### config.mk
export PLATFORM = sky130hd
export DESIGN_NAME = mmt_transition
export DESIGN_NICKNAME = d
export VERILOG_FILES = /design/src/verilog/mmt_pkg.sv /design/src/verilog/mmt_transition.sv
export SDC_FILE = /design/constraint.sdc
export NUM_CORES = 1
export LEC_CHECK = 0
export ABC_AREA = 1
export BUFFER_PORTS_ARGS = -buffer_cell sky130_fd_sc_hd__buf_4
export CAP_MARGIN = 20
export CORE_MARGIN = 5
export CORE_UTILIZATION = 30
export CTS_BUF_LIST = sky130_fd_sc_hd__clkbuf_4
export DETAILED_ROUTE_END_ITERATION = 12
export GPL_TIMING_DRIVEN = 1
export PLACE_DENSITY = 0.5
export SKIP_CTS_REPAIR_TIMING = 1
export SYNTH_ARGS = -nofsm -noshare
export SYNTH_HDL_FRONTEND = slang
export SYNTH_SLANG_ARGS = --single-unit
export TNS_END_PERCENT = 50
### constraint.sdc
create_clock -name sys_clk -period 14.41 [get_ports sys_clk]
set_clock_uncertainty 0.15 [all_clocks]
set_input_delay 1.441 -clock sys_clk [delete_from_list [all_inputs] [get_ports sys_clk]]
set_output_delay 1.441 -clock sys_clk [all_outputs]
set_load 0.02 [all_outputs]
### src/verilog/mmt_pkg.sv
package mmt_pkg;

	// Widths of the architectural quantities handled by the transition unit.
	localparam int PTR_W        = 64;
	localparam int BASE_W       = 32;
	localparam int TMR_W        = 32;
	localparam int REASON_W     = 16;
	localparam int PA_W_DEFAULT = 46;

	// Alignment and field positions.
	localparam int PTR_ALIGN_HI  = 11;
	localparam int ROOT_LSB      = 12;
	localparam int ROOT_MSB      = 51;
	localparam int INJ_VALID_BIT = 31;
	localparam int INJ_TYPE_LSB  = 8;
	localparam int INJ_TYPE_MSB  = 10;
	localparam int INJ_VEC_MSB   = 7;
	localparam int ROOT_FLAG_BIT = 29;
	localparam int INTR_MGMT_BIT = 2;

	localparam logic [2:0]  INJ_TYPE_OTHER = 3'h7;
	localparam logic [7:0]  INJ_VEC_TRAP   = 8'h00;
	localparam logic [1:0]  ACT_WAIT_START = 2'h3;
	localparam logic [15:0] VIRTUAL_PROC_ID_ROOT      = 16'h0000;

	// APB register byte addresses.
	localparam logic [7:0] A_CTRL      = 8'h00;
	localparam logic [7:0] A_STATUS    = 8'h04;
	localparam logic [7:0] A_MGMTBASE  = 8'h08;
	localparam logic [7:0] A_SAVEDBASE = 8'h0c;
	localparam logic [7:0] A_SAVEDTMR  = 8'h10;
	localparam logic [7:0] A_REASON    = 8'h14;
	localparam logic [7:0] A_CURPTR_L  = 8'h18;
	localparam logic [7:0] A_CURPTR_H  = 8'h1c;
	localparam logic [7:0] A_XFRPTR_L  = 8'h20;
	localparam logic [7:0] A_XFRPTR_H  = 8'h24;
	localparam logic [7:0] A_EXECPTR_L = 8'h28;
	localparam logic [7:0] A_EXECPTR_H = 8'h2c;

	// Fault codes reported in the status register.
	typedef enum logic [2:0] {
		MMT_OK, MMT_F_ALIGN, MMT_F_WIDTH, MMT_F_REV, MMT_F_LAUNCH,
		MMT_F_DEACT, MMT_F_INJ, MMT_F_ACT
	} mmt_fault_t;

	typedef enum logic [1:0] {MMT_IDLE, MMT_CHECK, MMT_LOAD} mmt_state_t;

endpackage : mmt_pkg

### src/verilog/mmt_transition.sv
// Design decisions made here: the register addresses and the APB register port.
`timescale 1ns/10ps
// Summary of operation
// - Every management exit saves the management base into the guest area.
// - Save timer value when the save control is set; undefined from host or inactive timer.
// - Management exit sets NMI blocking; interrupt return clears it; entry loads interruptibility bit 0 unless virtual-NMI control keeps it.
// - Management exit blocks management interrupts; only a returning entry releases.
// - Exit invalidates id-zero translations for all context ids and table roots.
// - Resume instruction exits in guest mode, raises invalid opcode in host mode; handled only in management mode, always host, so never exits.
// - Leave management mode via entry; root pointer means staying in host mode.
// - Executive pointer: low 12 bits zero, within address width, revision matches.
// - Deactivate clear needs launched target; deactivate set needs the root pointer.
// - Control checks skipped in host mode, else on executive controls after alignment.
// - Returning entries skip the save-timer versus activate-timer consistency check.
// - Host-mode entry fails on valid injection of non-other type and non-zero vector.
// - Guest checks use zero controls in host mode, else executive controls.
// - Host-mode returning entry fails if activity selects wait-for-startup state.
// - Returning entry reloads the management base from its saved field.
// - Returning entry invalidates translations for all ids and table roots.
// - Timer starts only entering guest with executive activate set, from current value.
// - Success: transfer pointer gets current; current gets link or executive pointer.
// - Pointer updates precede injection; injection uses the original entry controls.
// - Induced exits only when entering guest, decided by the new current structure.
// - Management blocking after entry: interruptibility bit 2, or secure launch if deactivating.
// - Failed entry records an exit in old structure and stays in management mode.
// - Exit stores current or root pointer as executive; current takes transfer pointer.
// - Exit reason bit 29 is set only for exits from host mode.
module mmt_transition #(
	parameter int PA_W = mmt_pkg::PA_W_DEFAULT
) (
	input  wire logic                         sys_clk,      // Core clock.
	input  wire logic                         resetn,       // Asynchronous reset, active low.
	input  wire logic                         psel,         // APB select.
	input  wire logic                         penable,      // APB access phase.
	input  wire logic                         pwrite,       // APB write.
	input  wire logic [7:0]                   paddr,        // APB byte address.
	input  wire logic [31:0]                  pwdata,       // APB write data.
	output logic                              pready,       // APB ready.
	output logic      [31:0]                  prdata,       // APB read data.
	output logic                              pslverr,      // APB error on unmapped address.
	input  wire logic                         mgmtExitReq,  // Pulse: start a management exit.
	input  wire logic [mmt_pkg::REASON_W-1:0] exitReason,   // Basic exit reason.
	input  wire logic                         entryReq,     // Pulse: returning entry.
	input  wire logic                         resumeInstr,  // Pulse: resume instruction seen.
	input  wire logic                         iretInstr,    // Pulse: interrupt return.
	input  wire logic                         saveTmrCtl,   // Save-timer exit control.
	input  wire logic                         actTmrCtl,    // Activate-timer control, live.
	input  wire logic                         execActTmr,   // Executive activate-timer control.
	input  wire logic                         execCtlOk,    // Executive controls pass checks.
	input  wire logic                         guestChkOk,   // Guest checks pass, given ctl mode.
	input  wire logic                         loadFail,     // Failure during guest loading.
	input  wire logic [mmt_pkg::TMR_W-1:0]    timerNow,     // Running timer value.
	input  wire logic [mmt_pkg::TMR_W-1:0]    timerField,   // Timer-value field, current.
	input  wire logic [mmt_pkg::PTR_W-1:0]    rootPtr,      // Root-region pointer.
	input  wire logic [mmt_pkg::PTR_W-1:0]    linkPtr,      // Link-pointer field.
	input  wire logic [mmt_pkg::PTR_W-1:0]    execPtrFld,   // Executive pointer field.
	input  wire logic [31:0]                  execRevWord,  // Word at executive pointer.
	input  wire logic [31:0]                  revisionId,   // Structure revision id.
	input  wire logic                         execLaunched, // Executive structure launched.
	input  wire logic                         deactCtl,     // Deactivate-dual control.
	input  wire logic                         entryMgmtCtl, // Entry-to-management control.
	input  wire logic [31:0]                  injInfo,      // Injection field.
	input  wire logic [1:0]                   activity,     // Activity-state field.
	input  wire logic [31:0]                  intrState,    // Interruptibility-state field.
	input  wire logic                         secureLaunch, // Secure-launch operation.
	input  wire logic                         virtNmiCtl,   // Virtual-NMI control.
	output logic                              mgmtMode,     // In management mode.
	output logic                              dualActive,   // Dual treatment active.
	output logic                              hostMode,     // Host (root) mode.
	output logic                              nmiBlocked,   // NMI blocking.
	output logic                              mgmtIntBlock, // Management interrupt blocking.
	output logic                              flushVpid0,   // Pulse: flush id-zero maps.
	output logic                              flushAll,     // Pulse: flush all ids.
	output logic                              timerStart,   // Pulse: start timer.
	output logic      [mmt_pkg::TMR_W-1:0]    timerLoad,    // Timer start value.
	output logic                              injectGo,     // Pulse: inject event.
	output logic      [31:0]                  injectInfo,   // Injection info, old controls.
	output logic                              entryDone,    // Pulse: entry succeeded.
	output logic                              entryFail,    // Pulse: entry failed as exit.
	output logic                              invOpcode,    // Pulse: invalid opcode.
	output logic                              resumeExit,   // Pulse: resume causes exit.
	output logic                              inducedOk     // Induced exits allowed.
);
	import mmt_pkg::*;

	//------------------------------------------------------------
	// State
	//------------------------------------------------------------
	typedef struct packed {
		mmt_state_t        st;
		logic              mgmt, dual, host, nmiB, smiB;
		logic              enEnable;
		logic [BASE_W-1:0] base, savedBase;
		logic [TMR_W-1:0]  savedTmr, tmrLoad;
		logic              savedTmrValid;
		logic [31:0]       reason;
		logic [PTR_W-1:0]  cur, xfr, exec;
		logic              stayHost;
		mmt_fault_t        fault;
		logic [31:0]       injHold;
		logic              fVpid0, fAll, tStart, inj, done, fail, ud, rxit;
		logic              pready;
		logic [31:0]       prdata;
		logic              pslverr;
	} mmt_state_s_t;

	mmt_state_s_t s_r, s_nxt;
	logic [1:0]   rsync_r;
	logic         rstSync;

	// Reset release through two flops; the rest runs on the synchronised copy.
	// The chain stays outside the state struct so that the struct has one driver.
	always_ff @(posedge sys_clk or negedge resetn) begin
		if (!resetn) begin
			rsync_r <= 2'h0;
		end else begin
			rsync_r <= {rsync_r[0], 1'b1};
		end
	end
	assign rstSync = rsync_r[1];

	function automatic logic isRoot(input logic [PTR_W-1:0] p, input logic [PTR_W-1:0] r);
		isRoot = (p == r);
	endfunction : isRoot

	function automatic logic [31:0] rd32(input logic [PTR_W-1:0] p, input logic hi);
		rd32 = hi ? p[PTR_W-1:32] : p[31:0];
	endfunction : rd32

	//------------------------------------------------------------
	// Next state
	//------------------------------------------------------------
	always_comb begin
		logic root;
		logic injBad;
		root   = isRoot(execPtrFld, rootPtr);
		injBad = injInfo[INJ_VALID_BIT]
			&& (injInfo[INJ_TYPE_MSB:INJ_TYPE_LSB] != INJ_TYPE_OTHER)
			&& (injInfo[INJ_VEC_MSB:0] != INJ_VEC_TRAP);
		s_nxt       = s_r;
		s_nxt.fVpid0 = 1'b0;
		s_nxt.fAll   = 1'b0;
		s_nxt.tStart = 1'b0;
		s_nxt.inj    = 1'b0;
		s_nxt.done   = 1'b0;
		s_nxt.fail   = 1'b0;
		s_nxt.ud     = 1'b0;
		s_nxt.rxit   = 1'b0;

		if (iretInstr) begin
			s_nxt.nmiB = 1'b0;
		end
		// Resume is never legal under the dual treatment.
		if (resumeInstr && s_r.dual && s_r.mgmt) begin
			s_nxt.rxit = !s_r.host;
			s_nxt.ud   = s_r.host;
		end

		case (s_r.st)
			MMT_IDLE: begin
				if (mgmtExitReq && !s_r.mgmt) begin
					s_nxt.savedBase = s_r.base;
					if (saveTmrCtl) begin
						s_nxt.savedTmr      = timerNow;
						s_nxt.savedTmrValid = !s_r.host && actTmrCtl;
					end
					s_nxt.nmiB   = 1'b1;
					s_nxt.smiB   = 1'b1;
					s_nxt.fVpid0 = 1'b1;
					s_nxt.exec   = s_r.host ? rootPtr : s_r.cur;
					s_nxt.cur    = s_r.xfr;
					s_nxt.reason = {2'h0, s_r.host, 13'h0, exitReason};
					s_nxt.mgmt   = 1'b1;
					s_nxt.dual   = 1'b1;
					s_nxt.host   = 1'b1;
				end else if (entryReq && s_r.mgmt && s_r.dual && !entryMgmtCtl
						&& s_r.enEnable) begin
					s_nxt.st       = MMT_CHECK;
					s_nxt.stayHost = root;
					s_nxt.injHold  = injInfo;
					s_nxt.fault    = MMT_OK;
				end
			end
			MMT_CHECK: begin
				// Order: pointer checks, then launch/deactivate, then controls.
				if (execPtrFld[PTR_ALIGN_HI:0] != '0) begin
					s_nxt.fault = MMT_F_ALIGN;
				end else if (execPtrFld[PTR_W-1:PA_W] != '0) begin
					s_nxt.fault = MMT_F_WIDTH;
				end else if (execRevWord != revisionId) begin
					s_nxt.fault = MMT_F_REV;
				end else if (!deactCtl && !s_r.stayHost && !execLaunched) begin
					s_nxt.fault = MMT_F_LAUNCH;
				end else if (deactCtl && !s_r.stayHost) begin
					s_nxt.fault = MMT_F_DEACT;
				end else if (!s_r.stayHost && !execCtlOk) begin
					s_nxt.fault = MMT_F_INJ;
				end else if (s_r.stayHost && injBad) begin
					s_nxt.fault = MMT_F_INJ;
				end else if (s_r.stayHost && activity == ACT_WAIT_START) begin
					s_nxt.fault = MMT_F_ACT;
				end else if (!guestChkOk) begin
					s_nxt.fault = MMT_F_ACT;
				end
				s_nxt.st = MMT_LOAD;
				if (execPtrFld[PTR_ALIGN_HI:0] != '0 || execPtrFld[PTR_W-1:PA_W] != '0
						|| execRevWord != revisionId) begin
					// Failure before guest load: entry simply refused.
					s_nxt.st   = MMT_IDLE;
					s_nxt.fail = 1'b1;
				end
			end
			MMT_LOAD: begin
				s_nxt.st = MMT_IDLE;
				if (s_r.fault != MMT_OK || loadFail) begin
					// Exit recorded in the old structure; stay managed.
					s_nxt.fail = 1'b1;
					if (s_r.fault == MMT_OK) begin
						s_nxt.fault = MMT_F_ACT;
					end
				end else begin
					s_nxt.base  = s_r.savedBase;
					s_nxt.fAll  = 1'b1;
					s_nxt.tStart  = !s_r.stayHost && execActTmr;
					s_nxt.tmrLoad = timerField;
					s_nxt.xfr   = s_r.cur;
					s_nxt.cur   = s_r.stayHost ? linkPtr : execPtrFld;
					s_nxt.inj   = s_r.injHold[INJ_VALID_BIT];
					s_nxt.smiB  = deactCtl ? secureLaunch : intrState[INTR_MGMT_BIT];
					s_nxt.nmiB  = virtNmiCtl ? s_r.nmiB : intrState[0];
					s_nxt.mgmt  = 1'b0;
					s_nxt.dual  = !deactCtl;
					s_nxt.host  = s_r.stayHost;
					s_nxt.done  = 1'b1;
				end
			end
			default: s_nxt.st = MMT_IDLE;
		endcase

		// APB slave: data is registered in the first access cycle and a write lands only
		// at the edge where pready is seen high, so nothing commits before the handshake.
		s_nxt.pready  = psel && penable && !s_r.pready;
		s_nxt.pslverr = 1'b0;
		s_nxt.prdata  = 32'h0;
		if (psel && penable) begin
			case (paddr)
				A_CTRL: begin
					s_nxt.prdata = {31'h0, s_r.enEnable};
					if (pwrite && s_r.pready) begin
						s_nxt.enEnable = pwdata[0];
					end
				end
				A_STATUS: s_nxt.prdata = {21'h0, s_r.savedTmrValid, s_r.fault, s_r.st,
						s_r.smiB, s_r.nmiB, s_r.host, s_r.dual, s_r.mgmt};
				A_MGMTBASE: begin
					s_nxt.prdata = s_r.base;
					if (pwrite && s_r.pready) begin
						s_nxt.base = pwdata;
					end
				end
				A_SAVEDBASE: s_nxt.prdata = s_r.savedBase;
				A_SAVEDTMR:  s_nxt.prdata = s_r.savedTmr;
				A_REASON:    s_nxt.prdata = s_r.reason;
				A_CURPTR_L, A_CURPTR_H: s_nxt.prdata = rd32(s_r.cur, paddr[2]);
				A_XFRPTR_L, A_XFRPTR_H: begin
					s_nxt.prdata = rd32(s_r.xfr, paddr[2]);
					if (pwrite && s_r.pready && !paddr[2]) begin
						s_nxt.xfr[31:0] = pwdata;
					end else if (pwrite && s_r.pready) begin
						s_nxt.xfr[PTR_W-1:32] = pwdata;
					end
				end
				A_EXECPTR_L, A_EXECPTR_H: s_nxt.prdata = rd32(s_r.exec, paddr[2]);
				default: s_nxt.pslverr = !s_r.pready;
			endcase
		end
	end

	// Same flop vector, reset by rstSync, the synchronised copy from the sync chain.
	always_ff @(posedge sys_clk or negedge rstSync) begin
		if (!rstSync) begin
			{s_r.st, s_r.mgmt, s_r.dual, s_r.host, s_r.nmiB, s_r.smiB, s_r.enEnable}
				<= {MMT_IDLE, 1'b0, 1'b0, 1'b1, 1'b0, 1'b0, 1'b0};
			s_r.base <= '0; s_r.savedBase <= '0; s_r.savedTmr <= '0; s_r.tmrLoad <= '0;
			s_r.savedTmrValid <= 1'b0; s_r.reason <= '0;
			s_r.cur <= '0; s_r.xfr <= '0; s_r.exec <= '0; s_r.stayHost <= 1'b0;
			s_r.fault <= MMT_OK; s_r.injHold <= '0;
			{s_r.fVpid0, s_r.fAll, s_r.tStart, s_r.inj, s_r.done, s_r.fail, s_r.ud,
				s_r.rxit} <= 8'h00;
			s_r.pready <= 1'b0; s_r.prdata <= '0; s_r.pslverr <= 1'b0;
		end else begin
			{s_r.st, s_r.mgmt, s_r.dual, s_r.host, s_r.nmiB, s_r.smiB, s_r.enEnable}
				<= {s_nxt.st, s_nxt.mgmt, s_nxt.dual, s_nxt.host, s_nxt.nmiB,
					s_nxt.smiB, s_nxt.enEnable};
			s_r.base <= s_nxt.base; s_r.savedBase <= s_nxt.savedBase;
			s_r.savedTmr <= s_nxt.savedTmr; s_r.tmrLoad <= s_nxt.tmrLoad;
			s_r.savedTmrValid <= s_nxt.savedTmrValid; s_r.reason <= s_nxt.reason;
			s_r.cur <= s_nxt.cur; s_r.xfr <= s_nxt.xfr; s_r.exec <= s_nxt.exec;
			s_r.stayHost <= s_nxt.stayHost;
			s_r.fault <= s_nxt.fault; s_r.injHold <= s_nxt.injHold;
			{s_r.fVpid0, s_r.fAll, s_r.tStart, s_r.inj, s_r.done, s_r.fail, s_r.ud,
				s_r.rxit} <= {s_nxt.fVpid0, s_nxt.fAll, s_nxt.tStart, s_nxt.inj,
				s_nxt.done, s_nxt.fail, s_nxt.ud, s_nxt.rxit};
			s_r.pready <= s_nxt.pready; s_r.prdata <= s_nxt.prdata;
			s_r.pslverr <= s_nxt.pslverr;
		end
	end

	//------------------------------------------------------------
	// Outputs
	//------------------------------------------------------------
	assign pready       = s_r.pready;
	assign prdata       = s_r.prdata;
	assign pslverr      = s_r.pslverr;
	assign mgmtMode     = s_r.mgmt;
	assign dualActive   = s_r.dual;
	assign hostMode     = s_r.host;
	assign nmiBlocked   = s_r.nmiB;
	assign mgmtIntBlock = s_r.smiB;
	assign flushVpid0   = s_r.fVpid0;
	assign flushAll     = s_r.fAll;
	assign timerStart   = s_r.tStart;
	assign timerLoad    = s_r.tmrLoad;
	assign injectGo     = s_r.inj;
	assign injectInfo   = s_r.injHold;
	assign entryDone    = s_r.done;
	assign entryFail    = s_r.fail;
	assign invOpcode    = s_r.ud;
	assign resumeExit   = s_r.rxit;
	assign inducedOk    = !s_r.mgmt && !s_r.host;

endmodule : mmt_transition
==> impl_metrics.csv <==
group,metric,value,unit
status,status,"completed",
global_route,antenna_found_initial,9,
cells_and_area,fin_nets,4136,
route,routed_wl,104,mm
place,dp_hpwl,73.6,mm
critical_path,cp-start-kind,"flop",
critical_path,critPathKind,"flop to flop",
global_route,use_met1,27.1,%
global_route,met2_usage,42.5,%
route,antenna_left,0,
critical_path,critPathRequiredTime,15.11,ns
sta,tightest_slew,1.06,ns
clocking,clkLatencyLatePin,0.97,ns
synthesis,syn-cell-area,23800,um2
place,place.gp.congestion,0.857,
power_and_ir_drop,vdd_drop_max,0.0000648,V
sta,post-route-period-util,35.9,%
cells_and_area,fillCellCount,8600,
clocking,tritoncts,"done",
clocking,root_buffer,"clkbuf_4",
floorplanning,core_area,78900,um2
synthesis,synth-edff-count,0,
cells_and_area,areaGrowthSynthToFinish,25.1,%
cells_and_area,post-route-util,37.7,%
clocking,clockBufferDepth,3,
place,port_buffers,543,
synthesis,syn_nets,3704,
cells_and_area,seqCellArea,10600,um2
clocking,cts_buffers,132,
global_route,grt_pass1_wl,150,mm
floorplanning,die_area,85100,um2
sta,hold_viol,0,
global_route,grt_overflow,0,
route,vias,23375,
clocking,clkSinkCount,425,
floorplanning,die_h,292,um
sta,drv_slew,0,
route,drt_iter0_drc,1519,
synthesis,synth_ff_type,"dfrtp_1",
power_and_ir_drop,p_leak,15.1,nW
sta,fmaxAchievable,193,MHz
route,dr.pass1.iters,5,
synthesis,ys_warn_count,0,
place,place_area,28000,um2
global_route,grt.total_usage,23.4,%
floorplanning,num_rows,103,
critical_path,worst_r2r_path_depth,11,
global_route,use_met3,5.15,%
floorplanning,boundaryPins,574,
synthesis,ys_seq_area_share,44.7,%
sta,tns,0,ns
synthesis,synth_async_sr_flop_share,100,%
global_route,grt_busiest_layer,"met2",
critical_path,cp_data_arrival_time,5.88,ns
synthesis,ys_ff_latch,425,
power_and_ir_drop,power_density,134,nW/um2
sta,rsz0062_at_grt,"no",
synthesis,synth_area_leaders,"dfrtp_1 (45%), nand2_1 (18%), o21ai_0 (7.9%)",
min_path,hp-class,"input port to async pin",
synthesis,netlist_instances,3239,
sta,setup_viol,0,
global_route,grt_max_degree,150,
synthesis,synth_top_area_share,44.6,%
clocking,htree_levels,4,
sta,slew_headroom,29.0,%
critical_path,cp_max_fo,83,
route,vias_per_cell,4.85,
synthesis,yosys.area.top_type,"dfrtp_1",
route,post_drt_wl_per_cell,21.5,um
synthesis,synth_area_per_cell,7.35,um2
floorplanning,die_w,292,um
route,drc,0,
clocking,path_clk_slew,0.07,ns
cells_and_area,design_area,29800,um2
sta,hold-worst-slack,0.110,ns
critical_path,cp-end-kind,"flop",
cells_and_area,multi_input_area,10400,um2
global_route,grt_pass1_vias,23391,
flow_run,max-cap-violations,0,
synthesis,ys_types,52,
sta,final.min_clock_period,5.17,ns
cells_and_area,drive_gt1_share,22.6,%
floorplanning,start_util,30.2,%
[cells by family after synthesis]
| logic type | count (synthesis) | share of synthesized area (%) |
|---|---|---|
| simple gates | 1455 | 24.1 |
| compound gates | 698 | 17.4 |
| buf+inv | 603 | 11.6 |
| flops | 425 | 44.7 |
| xor+xnor | 54 | 1.99 |
| fa+ha+maj | 3 | 0.158 |
| other cells | 1 | 0.0158 |
[Yosys cell counts, types with 11 or more instances]
library cell / instances
buf_4: 101
buf_2: 59
xnor2_1: 35
a22oi_2: 24
nor3_1: 14
o22ai_1: 13
nor4_1: 13
nand3_1: 30
dfrtp_1: 424
o21ai_1: 11
o211ai_1: 30
o31ai_1: 20
buf_1: 12
nand4_1: 36
clkbuf_1: 100
xor2_1: 19
inv_1: 320
nand2_1: 1118
nor2_1: 225
a22oi_1: 44
a21oi_1: 118
o21ai_0: 374
a31oi_1: 17
a22o_1: 11
[sequential cells by signal, indices dropped and copies added, names as in the netlist, 2 cells and up]
name and cells:
rsync_r 2, injectInfo 32, timerLoad 32, s_r 313, prdata 32
[stage by stage]
| step | power, mW | instances | setup slack (ns) |
|---|---|---|---|
| after floorplan | 2.32 | 3239 | 1.54 |
| after global placement | 2.70 | 4585 | 9.02 |
| after detailed placement | 2.73 | 4586 | 9.04 |
| after CTS | 4.05 | 4813 | 9.24 |
| after global routing | 4.26 | 4819 | 9.03 |
| final | 3.99 | 4821 | 9.24 |
[layout make-up]
class	instances	share of cell area [%]
Antenna cell	7	0.0588
Clock buffer	194	4.89
Clock inverter	33	0.954
Inverter	325	4.11
Multi-Input combinational cell	2211	35.1
Sequential cell	425	35.8
Tap cell	1050	4.41
Timing Repair Buffer	576	14.7
[report_power, final]
group	switching, mW	leakage [nW]	internal (mW)
clock network	0.600	1.02	0.693
logic	0.665	8.65	0.374
registers	0.168	5.43	1.49
total	1.43	15.1	2.56
[path summary, 6_finish.rpt]
check                              to        from  slack (ns)
setup / recovery           nmiBlocked    s_r[437]        9.24
hold / removal             rsync_r[1]      resetn        0.11
setup reg to reg           nmiBlocked    s_r[437]        9.24
hold reg to reg            rsync_r[1]  rsync_r[0]        0.20
max in group asynchronous   prdata[8]  rsync_r[1]       11.83
min in group sys_clk       rsync_r[1]  rsync_r[0]        0.20
[worst max-delay path, stage by stage, from the launching register on]
cell     delay (ns)
dfrtp_1        0.38
inv_1          0.14
ha_1           0.16
buf_4          0.34
inv_2          0.28
buf_4          0.43
nor2_4         0.86
buf_4          0.81
buf_4          0.85
o21ai_0        0.23
o311a_1        0.16
a31oi_1        0.13
[placed cells by master (no fill, tap or decap), drive strengths merged, types with 32 or more instances in the layout]
master | Yosys | routed
a21oi | 118 | 118
a22oi | 68 | 68
dfrtp | 424 | 424
nor2 | 233 | 233
inv | 324 | 332
o21ai | 390 | 390
nand3 | 32 | 32
xnor2 | 35 | 35
nand4 | 36 | 36
buf | 177 | 576
clkbuf | 101 | 194
nand2 | 1122 | 1122
[metal layers]
metal,routed length (um),vias to the layer above
met5,40,-
met2,53400,791
li1,-,11233
met1,40000,11183
met3,6660,160
met4,3440,8
No activity file was read; power rests on OpenSTA's default activity.
